$ cat src/hw/tmwm_consts.vh
// constants for the 8-bit timer waveform block: register map, field
// positions, mode codes and reset values
// assumes an APB slave with 32-bit data, one aligned word per register
`ifndef TMWM_CONSTS_VH
`define TMWM_CONSTS_VH

// ==========================================
// register byte offsets
`define TMWM_OFF_CTRL      12'h000
`define TMWM_OFF_COUNT     12'h004
`define TMWM_OFF_CMPA      12'h008
`define TMWM_OFF_CMPB      12'h00C
`define TMWM_OFF_FLAGS     12'h010
`define TMWM_OFF_DIR       12'h014
`define TMWM_OFF_WAVE      12'h018

// ==========================================
// control fields
`define TMWM_CTRL_MODE_LO  0
`define TMWM_CTRL_MODE_HI  2
`define TMWM_CTRL_PRE_LO   4
`define TMWM_CTRL_PRE_HI   6
`define TMWM_CTRL_ACTB_LO  8
`define TMWM_CTRL_ACTB_HI  9
`define TMWM_CTRL_ACTA_LO  10
`define TMWM_CTRL_ACTA_HI  11

// ==========================================
// flag bits
`define TMWM_FLG_OVF       0
`define TMWM_FLG_CMPA      1
`define TMWM_FLG_CMPB      2

// ==========================================
// wave mode codes
`define TMWM_MODE_NORMAL   3'h0
`define TMWM_MODE_PC_FF    3'h1
`define TMWM_MODE_CTC      3'h2
`define TMWM_MODE_FAST_FF  3'h3
`define TMWM_MODE_PC_CA    3'h5
`define TMWM_MODE_FAST_CA  3'h7

// ==========================================
// output actions
`define TMWM_ACT_NONE      2'h0
`define TMWM_ACT_TOGGLE    2'h1
`define TMWM_ACT_CLEAR     2'h2
`define TMWM_ACT_SET       2'h3

// ==========================================
// prescaler selections and divisor masks (divisor minus one)
`define TMWM_PRE_STOP      3'h0
`define TMWM_PRE_1         3'h1
`define TMWM_PRE_8         3'h2
`define TMWM_PRE_64        3'h3
`define TMWM_PRE_256       3'h4
`define TMWM_PRE_1024      3'h5
`define TMWM_DIV_8         10'h007
`define TMWM_DIV_64        10'h03F
`define TMWM_DIV_256       10'h0FF
`define TMWM_DIV_1024      10'h3FF

// ==========================================
// count values
`define TMWM_BOTTOM        8'h00
`define TMWM_MAX           8'hFF
`define TMWM_ZERO32        32'h0000_0000

`endif

$ cat src/hw/tmwm_timer.v
// 8-bit timer with two compare channels and waveform generation:
// clear-on-compare, fast pwm and phase-correct pwm, apb register access
// assumes one clock domain (ref_clk); pin direction bits live in a register here
//
// Operation
// - mode 2 clears the counter when it equals compare A
// - mode 2 writes compare A directly; missed match wraps through 0xFF
// - mode 2 with action 1 toggles output A on every match
// - mode 2 sets overflow flag when count passes MAX to zero
// - mode 2 raises compare A flag each time count reaches TOP
// - fast pwm is mode 3 or 7, TOP 0xFF or compare A
// - fast pwm clears counter on the tick after TOP
// - fast pwm action 2 clears on match, sets at bottom; 3 inverts
// - fast pwm sets overflow flag when count reaches TOP
// - pwm action 1 toggles A only with high mode bit; not B
// - fast pwm extremes: bottom gives spike, MAX gives constant level
// - fast pwm double-buffers compare values, toggle use included
// - phase pwm is mode 1 or 5, TOP 0xFF or compare A
// - phase pwm holds TOP for one tick then reverses direction
// - phase pwm action 2 clears on up match, sets on down match
// - phase pwm sets overflow flag when count reaches bottom
// - phase pwm compare at bottom low, at MAX high; inverted opposite
// - phase pwm forces symmetric transition at top when match was missed
// - waveform drives pin only when direction bit is output
// - counter advances on prescaled ticks: 1, 8, 64, 256, 1024
// - counter, output and buffer-load updates on ref_clk edges qualified by tick; register writes are not
// - compare buffering in pwm modes only; load at top
// - action zero leaves output state unchanged on match
//
// Register access over APB and the address map were chosen for this implementation.
`timescale 1ns/1ps
`include "tmwm_consts.vh"

module tmwm_timer (
   input  wire        ref_clk,
   input  wire        sys_rst,
   input  wire        psel,
   input  wire        penable,
   input  wire        pwrite,
   input  wire [11:0] paddr,
   input  wire [31:0] pwdata,
   output reg  [31:0] prdata,
   output reg         pready,
   output reg         pslverr,
   output reg         wave_out_a,
   output reg         wave_out_a_oe,
   output reg         wave_out_b,
   output reg         wave_out_b_oe
);

   // ==========================================
   // registers
   reg  [11:0] ctrl;
   reg  [7:0]  count_value;
   reg  [7:0]  compare_a_value;
   reg  [7:0]  compare_b_value;
   reg  [7:0]  cmp_a_buf;
   reg  [7:0]  cmp_b_buf;
   reg         overflow_flag;
   reg         compare_a_flag;
   reg         compare_b_flag;
   reg  [1:0]  pin_dir;
   reg         state_a;
   reg         state_b;
   reg         count_down;
   reg  [9:0]  pre_cnt;
   reg         timer_tick;
   reg         cnt_wr_block;

   wire [2:0]  wave_mode_select   = ctrl[`TMWM_CTRL_MODE_HI:`TMWM_CTRL_MODE_LO];
   wire        wave_mode_high_bit = wave_mode_select[2];
   wire [2:0]  pre_sel            = ctrl[`TMWM_CTRL_PRE_HI:`TMWM_CTRL_PRE_LO];
   wire [1:0]  out_a_action       = ctrl[`TMWM_CTRL_ACTA_HI:`TMWM_CTRL_ACTA_LO];
   wire [1:0]  out_b_action       = ctrl[`TMWM_CTRL_ACTB_HI:`TMWM_CTRL_ACTB_LO];

   wire is_ctc  = (wave_mode_select == `TMWM_MODE_CTC);
   wire is_fast = (wave_mode_select == `TMWM_MODE_FAST_FF) || (wave_mode_select == `TMWM_MODE_FAST_CA);
   wire is_pc   = (wave_mode_select == `TMWM_MODE_PC_FF) || (wave_mode_select == `TMWM_MODE_PC_CA);
   wire is_pwm  = is_fast || is_pc;

   // ==========================================
   // apb access, zero wait states
   wire acc  = psel && penable;
   wire wr   = acc && pwrite;
   wire wr_ctrl  = wr && (paddr == `TMWM_OFF_CTRL);
   wire wr_count = wr && (paddr == `TMWM_OFF_COUNT);
   wire wr_cmpa  = wr && (paddr == `TMWM_OFF_CMPA);
   wire wr_cmpb  = wr && (paddr == `TMWM_OFF_CMPB);
   wire wr_flags = wr && (paddr == `TMWM_OFF_FLAGS);
   wire wr_dir   = wr && (paddr == `TMWM_OFF_DIR);
   wire mapped   = (paddr == `TMWM_OFF_CTRL) || (paddr == `TMWM_OFF_COUNT) ||
                   (paddr == `TMWM_OFF_CMPA) || (paddr == `TMWM_OFF_CMPB) ||
                   (paddr == `TMWM_OFF_FLAGS) || (paddr == `TMWM_OFF_DIR) ||
                   (paddr == `TMWM_OFF_WAVE);

   reg [31:0] next_prdata;
   always @* begin
      next_prdata = `TMWM_ZERO32;
      case (paddr)
         `TMWM_OFF_CTRL:  next_prdata[11:0] = ctrl;
         `TMWM_OFF_COUNT: next_prdata[7:0]  = count_value;
         `TMWM_OFF_CMPA:  next_prdata[7:0]  = is_pwm ? cmp_a_buf : compare_a_value;
         `TMWM_OFF_CMPB:  next_prdata[7:0]  = is_pwm ? cmp_b_buf : compare_b_value;
         `TMWM_OFF_FLAGS: next_prdata[2:0]  = {compare_b_flag, compare_a_flag, overflow_flag};
         `TMWM_OFF_DIR:   next_prdata[1:0]  = pin_dir;
         `TMWM_OFF_WAVE:  next_prdata[1:0]  = {state_b, state_a};
         default:         next_prdata       = `TMWM_ZERO32;
      endcase
   end

   // pready rises in the access cycle itself, so prdata must be ready by then
   always @(posedge ref_clk) begin
      if (sys_rst) begin
         prdata  <= `TMWM_ZERO32;
         pready  <= 1'b0;
         pslverr <= 1'b0;
      end else begin
         pready  <= psel && !penable;
         pslverr <= psel && !penable && !mapped;
         prdata  <= (psel && !penable && !pwrite) ? next_prdata : `TMWM_ZERO32;
      end
   end

   // ==========================================
   // prescaler
   reg next_tick;
   always @* begin
      case (pre_sel)
         `TMWM_PRE_1:    next_tick = 1'b1;
         `TMWM_PRE_8:    next_tick = ((pre_cnt & `TMWM_DIV_8) == `TMWM_DIV_8);
         `TMWM_PRE_64:   next_tick = ((pre_cnt & `TMWM_DIV_64) == `TMWM_DIV_64);
         `TMWM_PRE_256:  next_tick = ((pre_cnt & `TMWM_DIV_256) == `TMWM_DIV_256);
         `TMWM_PRE_1024: next_tick = (pre_cnt == `TMWM_DIV_1024);
         default:        next_tick = 1'b0;
      endcase
   end

   always @(posedge ref_clk) begin
      if (sys_rst) begin
         pre_cnt    <= 10'h000;
         timer_tick <= 1'b0;
      end else begin
         pre_cnt    <= (pre_sel == `TMWM_PRE_STOP) ? 10'h000 : pre_cnt + 10'h001;
         timer_tick <= next_tick;
      end
   end

   // ==========================================
   // counter sequencing
   // top per mode: MAX or compare A
   wire [7:0] top_val = (wave_mode_select == `TMWM_MODE_PC_FF || wave_mode_select == `TMWM_MODE_FAST_FF ||
                         wave_mode_select == `TMWM_MODE_NORMAL) ? `TMWM_MAX : compare_a_value;
   wire at_top    = (count_value == top_val);
   wire at_bottom = (count_value == `TMWM_BOTTOM);
   wire match_a   = (count_value == compare_a_value) && !cnt_wr_block;
   wire match_b   = (count_value == compare_b_value) && !cnt_wr_block;

   reg [7:0] next_count;
   reg       next_down;
   always @* begin
      next_count = count_value + 8'h01;
      next_down  = count_down;
      if (is_ctc) begin
         next_count = match_a ? `TMWM_BOTTOM : count_value + 8'h01;
      end else if (is_fast) begin
         next_count = at_top ? `TMWM_BOTTOM : count_value + 8'h01;
      end else if (is_pc) begin
         // one tick at TOP, then reverse
         if (!count_down && at_top) begin
            next_down  = 1'b1;
            next_count = count_value - 8'h01;
         end else if (count_down && at_bottom) begin
            next_down  = 1'b0;
            next_count = count_value + 8'h01;
         end else begin
            next_count = count_down ? count_value - 8'h01 : count_value + 8'h01;
         end
      end
   end

   // ==========================================
   // waveform state for one channel
   // up is the slope a match stands for: bottom counts as up, top as down,
   // which is what keeps the phase pwm extremes flat
   function wave_next;
      input       cur;
      input [1:0] act;
      input       match;
      input       tgl_ok;
      input       cmp_top;
      input       top_evt;
      input       up;
      begin
         wave_next = cur;
         if (act == `TMWM_ACT_NONE) begin
            wave_next = cur;
         end else if (is_pwm && act == `TMWM_ACT_TOGGLE) begin
            // toggle only with high mode bit
            if (tgl_ok && match)
               wave_next = !cur;
         end else if (!is_pwm) begin
            // toggle, clear or set on match
            if (match)
               wave_next = (act == `TMWM_ACT_TOGGLE) ? !cur : (act == `TMWM_ACT_SET);
         end else if (is_fast) begin
            // match level, then the opposite at bottom
            // compare at TOP ignores the match, level set at top
            if (top_evt)
               wave_next = (act == `TMWM_ACT_CLEAR);
            else if (match && !cmp_top)
               wave_next = (act == `TMWM_ACT_SET);
         end else begin
            // up match and down match act oppositely
            // bottom match counts as up, top match as down
            // at top the up-match level unless compare stays at top
            // covers a compare leaving MAX and a start above compare
            if (top_evt)
               wave_next = cmp_top ? (act == `TMWM_ACT_CLEAR) : (act == `TMWM_ACT_SET);
            else if (match)
               wave_next = up ? (act == `TMWM_ACT_SET) : (act == `TMWM_ACT_CLEAR);
         end
      end
   endfunction

   // one-tick events the waveform logic acts on
   wire       pc_top   = is_pc && !count_down && at_top;
   wire       fast_top = is_fast && at_top;
   wire       pc_up    = at_bottom || !count_down;
   // compares reload at top, so phase pwm judges the values about to load
   wire [7:0] next_top = (wave_mode_select == `TMWM_MODE_PC_CA) ? cmp_a_buf : `TMWM_MAX;
   wire       a_at_top = is_pc ? (cmp_a_buf == next_top) : (compare_a_value == top_val);
   wire       b_at_top = is_pc ? (cmp_b_buf == next_top) : (compare_b_value == top_val);

   reg next_a;
   reg next_b;
   always @* begin
      next_a = wave_next(state_a, out_a_action, match_a, wave_mode_high_bit, a_at_top,
                         fast_top || pc_top, pc_up);
      next_b = wave_next(state_b, out_b_action, match_b, 1'b0, b_at_top,
                         fast_top || pc_top, pc_up);
   end

   // ==========================================
   // main timer process
   // counter, output and buffer-load updates qualified by the tick; register writes are not
   always @(posedge ref_clk) begin
      if (sys_rst) begin
         ctrl            <= 12'h000;
         count_value     <= `TMWM_BOTTOM;
         compare_a_value <= `TMWM_BOTTOM;
         compare_b_value <= `TMWM_BOTTOM;
         cmp_a_buf       <= `TMWM_BOTTOM;
         cmp_b_buf       <= `TMWM_BOTTOM;
         overflow_flag   <= 1'b0;
         compare_a_flag  <= 1'b0;
         compare_b_flag  <= 1'b0;
         pin_dir         <= 2'b00;
         state_a         <= 1'b0;
         state_b         <= 1'b0;
         count_down      <= 1'b0;
         cnt_wr_block    <= 1'b0;
      end else begin
         if (wr_ctrl)
            ctrl <= pwdata[11:0];
         if (wr_dir)
            pin_dir <= pwdata[1:0];
         // pwm writes land in the buffer
         if (wr_cmpa)
            cmp_a_buf <= pwdata[7:0];
         if (wr_cmpb)
            cmp_b_buf <= pwdata[7:0];
         if (wr_cmpa && !is_pwm)
            compare_a_value <= pwdata[7:0];
         if (wr_cmpb && !is_pwm)
            compare_b_value <= pwdata[7:0];
         // a count write blocks the next tick's match
         if (wr_count)
            cnt_wr_block <= 1'b1;
         else if (timer_tick)
            cnt_wr_block <= 1'b0;

         if (wr_count) begin
            count_value <= pwdata[7:0];
         end else if (timer_tick) begin
            count_value <= next_count;
            count_down  <= is_pc ? next_down : 1'b0;
            state_a     <= next_a;
            state_b     <= next_b;
            // buffer load at top (fast, phase) of the sequence
            if (is_pwm && ((is_fast && at_top) || pc_top)) begin
               compare_a_value <= cmp_a_buf;
               compare_b_value <= cmp_b_buf;
            end
         end

         // flags: hardware set wins over software clear
         // overflow on MAX to zero in ctc/normal
         // overflow at TOP in fast pwm
         // overflow at bottom in phase pwm
         if (timer_tick && !wr_count &&
             (((is_ctc || wave_mode_select == `TMWM_MODE_NORMAL) && count_value == `TMWM_MAX) ||
              (is_fast && at_top) || (is_pc && count_down && at_bottom)))
            overflow_flag <= 1'b1;
         else if (wr_flags && pwdata[`TMWM_FLG_OVF])
            overflow_flag <= 1'b0;
         // compare A flag each period in ctc
         if (timer_tick && !wr_count && match_a)
            compare_a_flag <= 1'b1;
         else if (wr_flags && pwdata[`TMWM_FLG_CMPA])
            compare_a_flag <= 1'b0;
         if (timer_tick && !wr_count && match_b)
            compare_b_flag <= 1'b1;
         else if (wr_flags && pwdata[`TMWM_FLG_CMPB])
            compare_b_flag <= 1'b0;
      end
   end

   // ==========================================
   // pin drive
   // drive only when direction is output
   // data lags the state and enable lags the direction and action bits, each by one clock
   always @(posedge ref_clk) begin
      if (sys_rst) begin
         wave_out_a    <= 1'b0;
         wave_out_b    <= 1'b0;
         wave_out_a_oe <= 1'b0;
         wave_out_b_oe <= 1'b0;
      end else begin
         wave_out_a    <= state_a;
         wave_out_b    <= state_b;
         wave_out_a_oe <= pin_dir[0] && (out_a_action != `TMWM_ACT_NONE);
         wave_out_b_oe <= pin_dir[1] && (out_b_action != `TMWM_ACT_NONE);
      end
   end

endmodule

$ cat config.mk
export PLATFORM = sky130hd
export DESIGN_NAME = tmwm_timer
export DESIGN_NICKNAME = d
export VERILOG_FILES = /design/src/hw/tmwm_timer.v
export VERILOG_INCLUDE_DIRS = /design/src /design/src/hw
export SDC_FILE = /design/constraint.sdc
export NUM_CORES = 1
export LEC_CHECK = 0
export ABC_AREA = 1
export BUFFER_PORTS_ARGS = -buffer_cell sky130_fd_sc_hd__buf_2
export CORE_UTILIZATION = 35
export DETAILED_ROUTE_END_ITERATION = 10
export PLACE_DENSITY = 0.63
export SYNTH_ARGS = -nofsm -noshare
export SYNTH_HDL_FRONTEND = slang
export SYNTH_SLANG_ARGS = --single-unit
$ cat constraint.sdc
create_clock -name ref_clk -period 2.78 [get_ports ref_clk]
set_input_delay 0.556 -clock ref_clk [delete_from_list [all_inputs] [get_ports ref_clk]]
set_output_delay 0.556 -clock ref_clk [all_outputs]
set_load 0.02 [all_outputs]
* Word level (Yosys, flattened, before mapping) *
Cells that the tools add are included.

storage, ports and cells
  register bits = 110
  output and inout bits = 38
  word-level logic and storage cells = 224

operators by class
  add/subtract/negate cells = 3
  equal/unequal tests = 40
  muxes and demuxes = 63
  bitwise operators = 6
  reduce and logical (&&, ||, !) cells = 87

operators by type and width
  cell                                                                 count
  8-bit 2-to-1 mux                                                     22
  8-bit == test                                                        7
  1-bit logical AND                                                    38
  1-bit 2-to-1 mux                                                     37
  12-bit by 5-bit == test with 1-bit output (second input constant)    3
  12-bit by 4-bit == test with 1-bit output (second input constant)    2
  5-bit one-hot mux with 4 select lines                                1
  8-bit == test (second input constant)                                2
  1-bit logical OR                                                     16
  3-bit == test (second input constant)                                5
  2-bit one-hot mux with 7 select lines                                1
  7-bit AND reduction                                                  2
  2-bit nonzero test                                                   7
  12-bit by 3-bit == test with 1-bit output (second input constant)    1
  3-bit by 2-bit == test with 1-bit output (second input constant)     4
  12-bit logical NOT                                                   1
  1-bit logical NOT                                                    11
  10-bit by 1-bit adder with 10-bit output (second input constant)     1
  10-bit == test (second input constant)                               1
  1-bit one-hot mux with 5 select lines                                2
  8-bit by 1-bit adder with 8-bit output (second input constant)       1
  2-bit == test (second input constant)                                4
  8-bit logical NOT                                                    1
  8-bit by 1-bit subtractor with 8-bit output (second input constant)  1
  other kinds (16)                                                     28

* Depth between registers and ports, before layout *
  depth in word-level cells = 13
  mapped depth = 19

* Worst setup path before layout *
No wires, ideal clock.

  path type = in2reg
  start = input port paddr[1]
  end = register count_value[7]
  setup time = 135 ps
  arrival = 2106 ps
  data required time = 2645 ps
  setup slack = 539 ps
  cell stages on the path = 9
  cell sequence = or2_1 nor3_4 nand3_1 nor2_2 or2_2 buf_2 nor2_1 a21oi_1 a21oi_1

on the way
  word-level cells in the longest chain between the ends = 3
  elaborated cells between the ends (all ways) = 4
  classes of those cells = eq/ne (1); mux (1); reduce/logical (2)

RTL lines
  item                                                    RTL line          RTL
  from (decl)                                             tmwm_timer.v:40   input wire [11:0] paddr,
  12-bit by 3-bit == test with 1-bit output *             n/a
  1-bit logical AND *                                     tmwm_timer.v:86   wire wr_count = wr && (paddr == `TMWM_OFF_COUNT);
  8-bit 2-to-1 mux or 2-bit nonzero test (tied branches)  n/a
  to (signal assigned)                                    tmwm_timer.v:249  count_value <= `TMWM_BOTTOM;
  to (signal assigned)                                    tmwm_timer.v:283  count_value <= pwdata[7:0];
  to (signal assigned)                                    tmwm_timer.v:285  count_value <= next_count;
  to (decl)                                               tmwm_timer.v:54   reg [7:0] count_value;

Every way passes the cells marked *; elsewhere a longest branch is shown, timed or not.
A chain may end at the register's enable or synchronous reset.

* Worst setup path in the final report *
  start = register ctrl[1]
  end = register state_b

on the way
  word-level cells in the longest chain between the ends = 10
  elaborated cells between the ends (all ways) = 33
  classes of those cells = eq/ne (8); mux (8); bitwise (1); reduce/logical (16)

RTL lines
  item                                                                                                                   RTL line                            RTL
  from (decl)                                                                                                            tmwm_timer.v:53                     reg [11:0] ctrl;
  from (signal assigned)                                                                                                 tmwm_timer.v:264                    ctrl <= pwdata[11:0];
  3-bit by 1-bit == test with 1-bit output (no source line) or 3-bit by 2-bit == test with 1-bit output (tied branches)  n/a
  1-bit logical OR (no source line) (2 in series)                                                                        n/a
  8-bit 2-to-1 mux                                                                                                       tmwm_timer.v:151                    wire [7:0] top_val = (wave_mode_select == `TMWM_MODE_PC_FF || wave_mode_select == `TMWM_MODE_FAST_FF ||
  8-bit == test, on equally long branches                                                                                tmwm_timer.v:232, tmwm_timer.v:153
  1-bit 2-to-1 mux (tied with other cells)                                                                               tmwm_timer.v:232                    wire b_at_top = is_pc ? (cmp_b_buf == next_top) : (compare_b_value == top_val);
  1-bit logical NOT (tied with other cells)                                                                              tmwm_timer.v:210                    else if (match && !cmp_top)
  1-bit logical AND (tied with other cells)                                                                              tmwm_timer.v:210
  4-bit by 2-bit inequality test with 1-bit output (no source line) or 1-bit 2-to-1 mux (tied branches)                  n/a
  7-bit AND reduction (no source line) or 1-bit 2-to-1 mux (tied branches)                                               n/a
  to (signal assigned)                                                                                                   tmwm_timer.v:288                    state_b <= next_b;
  to (decl)                                                                                                              tmwm_timer.v:64                     reg state_b;

Several ways; a longest one is shown, not always the timed one.

==> metrics.csv <==
metric,value,unit
drt_first_pass_iters,5,
fin_crit_sh,0.8956,
synthAdderAreaFrac,0.01132,
pin_count,87,
tritoncts,built,
max_stage_delay,450,ps
wl,17.62,mm
synthCells,854,
rsz0062_at_grt,no,
hold_slack,444.9,ps
place_hpwl,13.09,mm
via_per_inst,5.163,
synthFlopType,dfxtp_1,
coreArea,15310,sq um
synth-async-reset-ratio,0,
status,"finished, final reports clean",
synth_mux_area_frac,0,
cts.clk_slew.worst_paths,70,ps
clock_latency,350,ps
grt_pass1_wl,27.66,mm
critPathBufInv,1,
synth_edf_count,0,
setup_violations,0,
cp.arrival,2740,ps
gp_congestion,0.9045,
yosysSeqAreaShare,0.3259,
setup_slack,290.1,ps
synth_cell_types,43,
clock_skew,3.882,ps
cts.htree.levels,3,
finalMaxSlewViolations,0,
nNetsFinal,958,
cp_max_fo,10,
die_w,127.7,um
fmax,0.4016,GHz
syn_avg_cell_area,6.473,sq um
cts_inserted_buffers,9,
post-place-ws,285.9,ps
cp_common_cell,nand2_1,
cts_max_path_buffers,2,
synth_warnings,0,
synth_simple_gate_area_frac,0.2721,
holdBufCountCts,0,
final-hold-violation-count,0,
p_leak,2.605,nW
root_buffer,clkbuf_16,
critical_path.top_delay_family,simple AND/OR/NAND/NOR gates,
post_drt_wl_per_cell,15.73,um
fin_crit,2490,ps
peakVddDrop,0.3058,mV
synth_top_family_by_area,simple AND/OR/NAND/NOR gates,
hp-class,reg2reg,
setup_tns,0,ps
start_util,0.3609,
worstSetupPathType,reg2reg,
drt_iter0_drc,458,
power.density,410.4,nW/um^2
drive_gt1_frac,0.1188,
drc,0,
place.port_buffers,46,
cp-start-kind,flip-flop,
antenna_left,0,
path_cells,inv_1 > nand2_1 > nor2_2 > nand2_1 > xor2_1 > nand2_1 > nor3b_1 > nand2_1 > nand2_1 > nand2_1 > nand3b_1 > nand2_1 > nor2_1 > nor2_1,
synth-compound-area-share,0.2306,
grt.total_usage,0.2206,
cp.required,3030,ps
worst_setup_path_end_kind,flip-flop,
syn_to_final_growth,13.56,%
rows,45,
synth_seq_cells,90,
fp.dieH,127.7,um
clock_sinks,90,
final_cell_area,6277,sq um
antenna_found_initial,0,
finalPower,2.576,mW
num_vias,5783,
cap_violations,0,
grt_max_degree,48,
crit_path_top_delay_cell,nor2_2,
final_cell_mix,"nand2_1, a21oi_1, inv_1",
layout_commonest_cell,nand2_1,
n_antenna_cell,0,
grt_pass1_vias,5206,
dpl_cell_area,5987,sq um
die-area,16300,sq um
synth_xor_area_frac,0.03327,
grt_overflow_total,0,
worst_pin_slew,503.6,ps
slew-limit-headroom,0.6607,
syn_area,5528,sq um
repair_timing:
| item | CTS | global route |
|---|---|---|
| gates resized for setup | 0 | 2 |
| setup endpoints to repair | 0 | 2 |
| buffers inserted | 0 | 0 |
power by group:
part           leakage [nW]  internal [mW]  switching, mW  total [mW]
logic                  1.75         0.0246         0.0798       0.104
registers             0.725           1.29       0.000343        1.29
clock network         0.133          0.636          0.545        1.18
state kept, by name (all words and copies together) (netlist names), 2 cells and up:
signal           flops
cmp_b_buf            8
pin_dir              2
pre_cnt             10
prdata              12
ctrl                12
count_value          8
cmp_a_buf            8
compare_b_value      8
compare_a_value      8
cell families after synthesis:
| logic type | Yosys count |
|---|---|
| buffers and inverters | 156 |
| and+or+nand+nor | 350 |
| AOI/OAI and AO/OA | 231 |
| adders and majority gates | 5 |
| DFF | 90 |
| xor gates and xnor gates | 21 |
| other | 1 |
synthesized netlist by cell type, types with 2 or more instances:
cell type	n	area share
dfxtp_1	90	0.33
nand2_2	5	0.0057
nor3b_1	2	0.0027
a21oi_1	116	0.11
clkbuf_1	20	0.014
nor2_2	4	0.0045
a211oi_1	3	0.0041
nand3_1	47	0.043
clkinv_1	4	0.0027
inv_2	4	0.0027
nor3_1	17	0.015
nand2_1	165	0.11
o211ai_1	2	0.0027
o221ai_1	6	0.0095
nand4_1	10	0.011
xor2_1	18	0.029
nor2_1	89	0.060
o22ai_1	24	0.027
nand2_4	2	0.0041
o2111ai_1	3	0.0048
inv_1	98	0.067
or2_2	2	0.0023
buf_4	24	0.033
xnor2_1	3	0.0048
a211oi_2	2	0.0045
buf_2	4	0.0036
ha_1	5	0.011
o21ai_0	69	0.062
nand3b_1	2	0.0027
worst reg2reg max path, delay by kind of cell (launching register included):
kind                   cells  cell delay (ps)
AND/OR/NAND/NOR           12             1700
flip-flops                 1              360
XOR/XNOR                   1              150
buffers and inverters      1              170
cell type report:
| cell class | count | area, sq um |
|---|---|---|
| timing repair buffer | 70 | 422.9 |
| clock buffer | 11 | 242.7 |
| sequential | 90 | 1803 |
| inverter | 106 | 397.9 |
| fill | 1674 | 9037 |
| multi-input combinational | 627 | 3109 |
| clock inverter | 5 | 37.54 |
| tap | 211 | 264.0 |
final timing paths:
check | slack (ps) | cells after the start | to | startpoint
worst max register to register | 290 | 14 | state_b | ctrl[1]
worst max-delay path | 290 | 14 | state_b | ctrl[1]
worst min-delay path | 440 | 1 | pre_cnt[0] | pre_cnt[0]
worst min register to register | 440 | 1 | pre_cnt[0] | pre_cnt[0]
metrics by stage:
| step | utilization | cells |
|---|---|---|
| after floorplan | - | 873 |
| after global placement | 0.3909 | 1104 |
| after detailed placement | 0.3909 | 1104 |
| after CTS | 0.4092 | 1120 |
| after global routing | 0.4099 | 1120 |
| final | 0.4099 | 1120 |
metal layers:
| metal | track usage | wire length (um) |
|---|---|---|
| met4 | 0.09481 | 537 |
| met1 | 0.2925 | 7804 |
| met5 | 0 | 0 |
| met3 | 0.02963 | 1378 |
| met2 | 0.3597 | 7896 |
No activity file was read; power rests on OpenSTA's default activity.
